[config.mk]
export PLATFORM = sky130hd
export DESIGN_NAME = and_and_branch_decode
export DESIGN_NICKNAME = d
export VERILOG_FILES = /design/src/opcode_class.v /design/src/and_and_branch_decode.v
export VERILOG_INCLUDE_DIRS = /design/src
export SDC_FILE = /design/constraint.sdc
export NUM_CORES = 1
export LEC_CHECK = 0
export BUFFER_PORTS_ARGS = -buffer_cell sky130_fd_sc_hd__buf_2
export CAP_MARGIN = 20
export CORE_AREA = 3 3 65 67
export DETAILED_ROUTE_END_ITERATION = 10
export DIE_AREA = 0 0 68 70
export HOLD_SLACK_MARGIN = 0.05
export MAX_ROUTING_LAYER = met4
export PLACE_DENSITY_LB_ADDON = 0.15
export REMOVE_ABC_BUFFERS = 1
export SLEW_MARGIN = 30
export SYNTH_ARGS = -nofsm -noshare
export SYNTH_HDL_FRONTEND = slang
export SYNTH_SLANG_ARGS = --single-unit
[constraint.sdc]
create_clock -name clk_i -period 3.17 [get_ports clk_i]
set_clock_uncertainty 0.1 [all_clocks]
set_input_delay 0.1585 -clock clk_i [delete_from_list [all_inputs] [get_ports clk_i]]
set_output_delay 0.1585 -clock clk_i [all_outputs]
set_load 0.05 [all_outputs]
[src/and_branch_defines.vh]
// constants for the and / branch decode block
`ifndef AND_BRANCH_DEFINES_VH
`define AND_BRANCH_DEFINES_VH

// ----------------------------------------
// opcodes and field patterns
// ----------------------------------------
`define OP_AND_NIBBLE      10'h018
`define OP_INDEXED_LONG    10'h010
`define OP_SHORT_TOP       3'h3
`define OP_LONG_TOP        5'h07
`define OP_SECOND_TOP      2'h2
`define OP_INDEXED_GAP     2'h0

// ----------------------------------------
// widths, reset values and default page limit
// ----------------------------------------
`define PC_PAGE_W          6
`define PC_LOW_W           7
`define PC_PAGE_RST        6'h00
`define PC_LOW_RST         7'h00
`define ACC_RST            4'h0
`define PAGE_MAX_DEFAULT   6'h3f

`endif

[src/opcode_class.v]
// one-word opcode classifier for the and / branch decode block
`include "and_branch_defines.vh"

module opcode_class (
  input  wire [9:0] word_i,
  output wire       is_and_o,
  output wire       is_short_o,
  output wire       is_long_o,
  output wire       is_indexed_o,
  output wire       is_second_o
);

  assign is_and_o     = (word_i == `OP_AND_NIBBLE);     // [RULE1]
  assign is_short_o   = (word_i[9:7] == `OP_SHORT_TOP);  // [RULE3]
  assign is_long_o    = (word_i[9:5] == `OP_LONG_TOP);   // [RULE4]
  assign is_indexed_o = (word_i == `OP_INDEXED_LONG);   // [RULE7]
  assign is_second_o  = (word_i[9:8] == `OP_SECOND_TOP); // [RULE5]

endmodule

[src/and_and_branch_decode.v]
// decode and execute of nibble and plus three branch forms
//
// Behaviour
// [RULE1] and opcode 018 hex, one word, one cycle
// [RULE2] accumulator anded with pointed ram nibble
// [RULE3] top bits 011: in-page branch, page kept
// [RULE4] long branch first word 00111 plus p4..p0
// [RULE5] second word 10, p5, then a6..a0
// [RULE6] long branch loads page and low, two cycles
// [RULE7] indexed: 010 hex, then 10 p5p4 00 p3..p0
// [RULE8] indexed target page p, low from d and acc
// [RULE9] indexed branch two words, two cycles
// [RULE10] software keeps page within implemented rom
// [RULE11] carry and skip untouched; pc advances after and
`include "and_branch_defines.vh"

module and_and_branch_decode #(
  parameter [`PC_PAGE_W-1:0] PAGE_MAX = `PAGE_MAX_DEFAULT
) (
  input  wire                  clk_i,
  input  wire                  sys_rst_i,
  input  wire                  cycle_en_i,
  input  wire [9:0]            rom_word_i,
  input  wire [3:0]            pointed_ram_nibble_i,
  input  wire [2:0]            reg_d_i,
  input  wire                  carry_flag_i,
  output reg  [`PC_PAGE_W-1:0] pc_page_field_o,
  output reg  [`PC_LOW_W-1:0]  pc_in_page_field_o,
  output reg  [3:0]            acc_o,
  output wire                  carry_flag_o,
  output wire                  skip_next_o,
  output wire                  second_word_o,
  output reg                   bad_page_o
);

  // ----------------------------------------
  // states
  // ----------------------------------------
  localparam [2:0] ST_FETCH   = 3'b001;
  localparam [2:0] ST_LONG2   = 3'b010;
  localparam [2:0] ST_INDEX2  = 3'b100;

  reg  [2:0]            state_q;
  reg  [2:0]            state_d;
  reg  [4:0]            page_lo_q;
  reg  [4:0]            page_lo_d;
  reg  [`PC_PAGE_W-1:0] page_d;
  reg  [`PC_LOW_W-1:0]  low_d;
  reg  [3:0]            acc_d;
  reg                   bad_d;
  reg  [`PC_PAGE_W-1:0] tgt_page;

  wire is_and;
  wire is_short;
  wire is_long;
  wire is_indexed;
  wire is_second;

  wire [3:0] and_nibble;

  // ----------------------------------------
  // decode helpers
  // ----------------------------------------
  // one bound test for both two-word forms keeps them in step
  function page_over;
    input [`PC_PAGE_W-1:0] page;
    input [`PC_PAGE_W-1:0] limit;
    begin
      page_over = (page > limit);
    end
  endfunction

  // second word of either long form must open with 10
  function second_bad;
    input       second_ok;
    input [1:0] gap;
    input       check_gap;
    begin
      second_bad = ~second_ok | (check_gap & (gap != `OP_INDEXED_GAP));
    end
  endfunction

  function [`PC_PAGE_W-1:0] long_page;
    input [9:0] word;
    input [4:0] low_part;
    begin
      long_page = {word[7], low_part};
    end
  endfunction

  function [`PC_PAGE_W-1:0] indexed_page;
    input [9:0] word;
    begin
      indexed_page = {word[7:6], word[3:0]};
    end
  endfunction

  // ----------------------------------------
  // nibble and datapath
  // ----------------------------------------
  genvar gi;

  generate
    for (gi = 0; gi < 4; gi = gi + 1)
    begin : g_and_bit
      assign and_nibble[gi] = acc_o[gi] & pointed_ram_nibble_i[gi];  // [RULE2]
    end
  endgenerate

  // ----------------------------------------
  // classifier
  // ----------------------------------------
  opcode_class u_class (
    .word_i       (rom_word_i),
    .is_and_o     (is_and),
    .is_short_o   (is_short),
    .is_long_o    (is_long),
    .is_indexed_o (is_indexed),
    .is_second_o  (is_second)
  );

  // none of these instructions touch carry or skip
  assign carry_flag_o  = carry_flag_i;  // [RULE11]
  assign skip_next_o   = 1'b0;          // [RULE11]
  assign second_word_o = (state_q != ST_FETCH);

  // ----------------------------------------
  // next state and pc
  // ----------------------------------------
  always @*
  begin
    state_d   = state_q;
    page_lo_d = page_lo_q;
    page_d    = pc_page_field_o;
    low_d     = pc_in_page_field_o;
    acc_d     = acc_o;
    bad_d     = bad_page_o;
    tgt_page  = pc_page_field_o;
    case (state_q)
      ST_FETCH:
      begin
        // default advance; wraps within the page
        low_d = pc_in_page_field_o + 7'h01;  // [RULE11]
        if (is_and)
        begin
          acc_d = and_nibble;  // [RULE2]
        end
        else if (is_short)
        begin
          low_d = rom_word_i[6:0];  // [RULE3]
        end
        else if (is_long)
        begin
          page_lo_d = rom_word_i[4:0];  // [RULE4]
          state_d   = ST_LONG2;
        end
        else if (is_indexed)
        begin
          state_d = ST_INDEX2;  // [RULE7]
        end
      end
      ST_LONG2:
      begin
        // malformed second word is treated as the branch anyway
        tgt_page = long_page(rom_word_i, page_lo_q);  // [RULE5]
        page_d   = tgt_page;                          // [RULE6]
        low_d    = rom_word_i[6:0];                   // [RULE6]
        bad_d    = page_over(tgt_page, PAGE_MAX)
                   | second_bad(is_second, 2'h0, 1'b0);  // [RULE10]
        state_d  = ST_FETCH;
      end
      ST_INDEX2:
      begin
        tgt_page = indexed_page(rom_word_i);  // [RULE7]
        page_d   = tgt_page;                  // [RULE8]
        low_d    = {reg_d_i, acc_o};          // [RULE8]
        bad_d    = page_over(tgt_page, PAGE_MAX)
                   | second_bad(is_second, rom_word_i[5:4], 1'b1);  // [RULE10]
        state_d  = ST_FETCH;  // [RULE9]
      end
      default:
      begin
        state_d = ST_FETCH;
      end
    endcase
  end

  // ----------------------------------------
  // sequencer registers
  // ----------------------------------------
  always @(posedge clk_i)
  begin
    if (sys_rst_i)
    begin
      state_q   <= ST_FETCH;
      page_lo_q <= 5'h00;
    end
    else if (cycle_en_i)
    begin
      // one instruction cycle per enable
      state_q   <= state_d;  // [RULE6]
      page_lo_q <= page_lo_d;
    end
  end

  // ----------------------------------------
  // program counter
  // ----------------------------------------
  always @(posedge clk_i)
  begin
    if (sys_rst_i)
    begin
      pc_page_field_o    <= `PC_PAGE_RST;
      pc_in_page_field_o <= `PC_LOW_RST;
    end
    else if (cycle_en_i)
    begin
      pc_page_field_o    <= page_d;
      pc_in_page_field_o <= low_d;
    end
  end

  // ----------------------------------------
  // accumulator and page flag
  // ----------------------------------------
  // page flag is sticky until the next two-word branch rewrites it
  always @(posedge clk_i)
  begin
    if (sys_rst_i)
    begin
      acc_o      <= `ACC_RST;
      bad_page_o <= 1'b0;
    end
    else if (cycle_en_i)
    begin
      acc_o      <= acc_d;  // [RULE1]
      bad_page_o <= bad_d;
    end
  end

endmodule

# Word level (Yosys, flattened, before mapping)
# Index checks and enable logic that the tools add are counted.
[totals]
ff_bits = 26
in_bits = 21
output_inout_bits = 21
elab_cells = 49
[classes]
addsub = 1
order_cmp = 2
eq_ne = 12
n_mux = 10
bitwise_logic = 10
reduce_logical = 8
[ops]
columns = ["operator", "n"]
rows = [
  ["one-hot mux 7 bit (3 select lines)", 1],
  ["== test 10 x 5 -> 1 bit, second input constant", 2],
  ["2-to-1 mux 3 bit", 5],
  ["2-to-1 mux 7 bit", 2],
  ["greater-than comparator 6 bit, second input constant", 2],
  ["one-hot mux 6 bit (2 select lines)", 1],
  ["adder 7 x 1 -> 7 bit, second input constant", 1],
  ["== test 3 x 2 -> 1 bit, second input constant", 2],
  ["== test 5 x 3 -> 1 bit, second input constant", 1],
  ["AND reduction 5 bit", 1],
  ["bitwise AND 1 bit", 4],
  ["!= test 2 bit, second input constant", 2],
  ["AND reduction 2 bit", 2],
  ["AND reduction 4 bit", 1],
  ["nonzero test 2 bit", 2],
  ["== test 3 x 1 -> 1 bit, second input constant", 1],
  ["== test 3 bit, second input constant", 1],
  ["!= test 3 x 1 -> 1 bit, second input constant", 1],
  ["!= test 3 bit, second input constant", 1],
  ["inverter 1 bit", 3],
  ["bitwise OR 1 bit", 3],
  ["AND reduction 3 bit", 1],
  ["nonzero test 3 bit", 1],
  ["== test 2 bit, second input constant", 1],
  ["one-hot mux 1 bit (2 select lines)", 1],
]

# Longest topological paths before layout
[depth]
ltp_word = 6
depth_mapped = 6
mapped_depth_nobuf = 5

# By module
# Synthesis repeated with hierarchy kept, for this count alone.
[hier_totals]
cells_unflattened = 181
hier_area_um2 = 1511.4
[modules_own_cells]
columns = ["mod", "n_inst", "cells_per_inst", "area_each_um2", "seq_area_each_um2"]
rows = [
  ["and_and_branch_decode", 1, 171, 1453.9, 520.5],
  ["opcode_class", 1, 10, 57.6, 0.0],
]

# Least setup slack after synthesis
# Ideal clock, no wire load.
[synth_path]
kind = "register -> register"
startpoint = "register pc_in_page_field_o[0]"
endpoint = "register pc_in_page_field_o[4]"
setup_time_ns = 0.059
arrival_time_ns = 1.668
required_time_ns = 3.011
path_slack_ns = 1.343
path_stages_with_launch = 6
path_buffers = 0
synth_period_minus_slack_ns = 1.827
cell_sequence = "dfxtp_1 > ha_1 > nand3_1 > xor2_1 > a211oi_1 > o221a_2"
[synth_via]
elab_chain_cells = 4
[synth_rtl]
columns = ["item", "line_no", "text"]
rows = [
  ["start: declaration", "and_and_branch_decode.v:28", "output reg [`PC_LOW_W-1:0] pc_in_page_field_o,"],
  ["start signal: assignment", "and_and_branch_decode.v:214", "pc_in_page_field_o <= `PC_LOW_RST;"],
  ["start signal: assignment", "and_and_branch_decode.v:219", "pc_in_page_field_o <= low_d;"],
  ["adder 7 x 1 -> 7 bit (*)", "and_and_branch_decode.v:143", "low_d = pc_in_page_field_o + 7'h01;"],
  ["2-to-1 mux 7 bit", "and_and_branch_decode.v:148", "else if (is_short)"],
  ["2-to-1 mux 7 bit (*)", "and_and_branch_decode.v:144", "if (is_and)"],
  ["one-hot mux 7 bit (3 select lines) (*)", "and_and_branch_decode.v:139", "case (state_q)"],
]
# Mark *: on every way between the ends. The rest lies on a longest branch, timed or not.
# A chain may end at the register's enable or synchronous reset.

# Worst setup path in the final report
[layout_path]
startpoint = "register state_q[2]"
endpoint = "register pc_in_page_field_o[3]"
[layout_via]
elab_chain_cells = 3
elab_cells_between_ends = 6
classes_between = "eq/ne (3); mux (1); reduce/logical (2)"
[layout_rtl]
columns = ["item", "line_no", "text"]
rows = [
  ["start: declaration", "and_and_branch_decode.v:43", "reg [2:0] state_q;"],
  ["start signal: assignment", "and_and_branch_decode.v:201", "state_q <= state_d;"],
  ["== test 3 bit (tied with other cells)", "and_and_branch_decode.v:139", ""],
  ["nonzero test 3 bit (no line)", "--", ""],
  ["AND reduction 2 bit (no line)", "--", ""],
]
# Several ways; a longest one is shown, not always the timed one.

==> impl_metrics.env <==
export IMPL_outcome="finished, final reports clean"
export IMPL_fmax_ghz=0.500
export IMPL_cts_htree_levels=1
export IMPL_worst_slew_pin_transition_ns=0.542
export IMPL_count_of_cells_along_the_worst_register_to_register_path=4
export IMPL_synth_lib_cells_used_distinct=48
export IMPL_synth_enable_flop_cells=0
export IMPL_criticalPathCategory="reg2reg"
export IMPL_core_region_area_um2=3690
export IMPL_final_layout_setup_total_negative_slack_ns=0
export IMPL_insertedDiodeCount=0
export IMPL_fin_crit_ns=2.00
export IMPL_synth_adder_area_share=0.00848
export IMPL_power_density_nw_per_um2=391
export IMPL_antenna_found_initial=0
export IMPL_synth_top_cells_by_area="sky130_fd_sc_hd__dfxtp_1 35%, sky130_fd_sc_hd__nor2_1 6.6%, sky130_fd_sc_hd__mux2i_1 4.1%, sky130_fd_sc_hd__o21ai_0 3.7%, sky130_fd_sc_hd__nand2_1 3.6%"
export IMPL_hp_class="in2reg"
export IMPL_cts_root_buffer="sky130_fd_sc_hd__clkbuf_8"
export IMPL_crit_path_end_kind="flip-flop"
export IMPL_worst_case_headroom_to_the_max_slew_limit=0.638
export IMPL_clock_sinks=26
export IMPL_yosys_area_share_simple=0.284
export IMPL_timing_critical_path_fanout_max=16
export IMPL_nets=232
export IMPL_synth_top_cell_by_area="sky130_fd_sc_hd__dfxtp_1"
export IMPL_placed_cell_count=249
export IMPL_postSynthCellCount=174
export IMPL_first_global_vias=1385
export IMPL_startpoint_type="flip-flop"
export IMPL_gr_usage_all_layers=0.179
export IMPL_post_route_period_util=0.631
export IMPL_area_fraction_of_the_dominant_cell_type_after_synthesis=0.353
export IMPL_grt_start_max_net_pins=20
export IMPL_die_w_um=68
export IMPL_post_drt_wl_per_cell_um=15.0
export IMPL_antenna_violating_nets_post_route=0
export IMPL_rrSetupSlack_ns=1.17
export IMPL_synth_compound_area_share=0.234
export IMPL_ys_async_sr_fraction=0
export IMPL_synth_area_um2=1480
export IMPL_synth_flop_cell="sky130_fd_sc_hd__dfxtp_1"
export IMPL_routed_via_density=5.67
export IMPL_drcViolationCount=0
export IMPL_setup_viol=0
export IMPL_xor_xnor_fraction_of_synth_area=0.0297
export IMPL_yosys_mux_area_fraction=0.0407
export IMPL_crit_reg2reg_capture="pc_in_page_field_o[3]"
export IMPL_ys_ff_latch=26
export IMPL_post_synth_cell_area_avg_um2=8.48
export IMPL_yosysWarnings=0
export IMPL_routabilityCongestion=0.835
export IMPL_post_cts_repair_setup_buffers=0
export IMPL_numPortBuffers=38
export IMPL_detailed_place_hpwl_um=2830
export IMPL_numCtsBuffers=3
export IMPL_clockBufferDepth=2
export IMPL_worst_case_vdd_ir_drop_mv=0.163
export IMPL_timing_max_cap_violations=0
export IMPL_worst_skew_pair_late_latency_ns=0.27
export IMPL_number_of_cells_upsized_or_downsized_after_cts=0
export IMPL_rows=22
export IMPL_synth_cells_most_frequent="26 x sky130_fd_sc_hd__dfxtp_1, 26 x sky130_fd_sc_hd__nor2_1, 14 x sky130_fd_sc_hd__nand2_1"
export IMPL_dominant_combinational_cell_family_by_area_after_synthesis="simple AND/OR/NAND/NOR gates"
export IMPL_worst_setup_path_startpoint="state_q[2]"
export IMPL_hold_path_startpoint="rom_word_i[0]"
export IMPL_initial_utilization=0.400
export IMPL_worst_hold_path_endpoint="pc_page_field_o[0]"
export IMPL_setup_repair_after_global_routing_missed_its_margin="no"
export IMPL_layout_drive_gt1_share=0.234
export IMPL_grt_pass1_wl_um=6580
export IMPL_synth_sequential_area_ratio=0.353
export IMPL_drt_iter0_drc=116
export IMPL_report_final_slew_viol_count=0
export IMPL_tritoncts="built"
export IMPL_die_area_um2=4760
export IMPL_crit_reg2reg_launch="state_q[2]"
export IMPL_num_vias=1457
export IMPL_floorplan_io_pins=42
export IMPL_worst_setup_hold_path_clk_slew_ns=0.09
export IMPL_die_y_um=70
export IMPL_globalRoute_totalOverflow=0
export IMPL_power_leakage_nw=0.758
export IMPL_worst_hold_stages=3
export IMPL_wirelength_um=3870
export IMPL_hold_viol_final=0
export IMPL_post_route_insts_no_fill=257
export IMPL_crit_required_ns=3.24
export IMPL_crit_arrival_ns=2.07
export IMPL_layout_area_overhead_vs_synth_pct=19.2
export IMPL_first_pass_iters=4
==> kinds of logic after synthesis <==
family          count (synthesis)
simple gates                   77
mux                             6
other cells                     1
compound gates                 45
fa+ha+maj                       1
buf+inv                        13
xor+xnor                        5
flops                          26
==> how the worst max path moves through the flow <==
| stage | end |
|---|---|
| floorplan | pc_in_page_field_o[4] |
| detailed placement | pc_in_page_field_o[3] |
| CTS | pc_in_page_field_o[3] |
| finish | pc_in_page_field_o[3] |
| global route | pc_in_page_field_o[3] |
| global placement | pc_in_page_field_o[3] |
==> registers in the layout, summed over array words and instances (netlist names) <==
| signal | count |
|---|---|
| pc_in_page_field_o | 7 |
| state_q | 3 |
| acc_o | 4 |
| bad_page_o | 1 |
| page_lo_q | 5 |
| pc_page_field_o | 6 |
==> timing repair <==
item	CTS	global route
hold buffers	4	0
setup endpoints to repair	0	0
endpoints found under the hold margin	4	0
==> area by class of cell <==
type,instances,area [µm²]
timing repair buffer,42,230
sequential,26,520
fill,362,1930
clock buffer,4,55.1
inverter,2,7.51
multi-input combinational,135,885
tap,48,60.1
==> per-stage QoR <==
stage,area (µm²),power (W),setup WS [ns],util,hold slack (ns)
6_report,1760,0.000688,1.17,0.477,0.0994
5_1_grt,1760,0.000721,1.03,0.477,0.104
4_1_cts,1760,0.000696,1.19,0.477,0.0975
3_5_place_dp,1660,0.000474,1.20,0.451,0.217
3_3_place_gp,1660,0.000472,1.27,0.451,0.217
2_1_floorplan,1410,0.000429,1.34,-,0.128
==> routing by layer <==
| layer | global-route usage | vias up | wire length, µm |
|---|---|---|---|
| met5 | - | - | 0 |
| met4 | 0.0530 | 0 | 17 |
| met3 | 0.0241 | 2 | 288 |
| met2 | 0.262 | 47 | 1800 |
| met1 | 0.253 | 690 | 1760 |
| li1 | - | 718 | - |
==> cells in the final DEF, fill, tap and decap left out, drive strengths merged, types with 3 or more instances in the layout <==
cell type    netlist  final
nand3              5      5
a311oi             5      5
nor2              26     26
o32ai              3      3
nand2b             4      4
o21ai             11     11
nor3               4      4
nand2             14     14
o211a              4      4
nand3b             3      3
xor2               3      3
dfxtp             26     26
dlygate4sd3        0      4
a21oi              5      5
nand4              3      3
buf                7     38
a211oi             3      3
mux2i              6      6
clkbuf             4      4
o221a              3      3
and2               3      3
==> critical path: stages, from the launching register on <==
cell and delay [ns]:
sky130_fd_sc_hd__dfxtp_1 0.67, sky130_fd_sc_hd__or3b_1 0.61, sky130_fd_sc_hd__o32ai_1 0.18, sky130_fd_sc_hd__o21ai_0 0.10
sky130_fd_sc_hd__o221a_2 0.23
==> power breakdown <==
part / leakage (nW) / internal (W) / total (W) / switching, W
Combinational: 0.518 / 0.0000424 / 0.000122 / 0.0000794
Clock: 0.0288 / 0.000111 / 0.000217 / 0.000106
Sequential: 0.211 / 0.000336 / 0.000349 / 0.0000126
(Power assumes the default switching activity.)
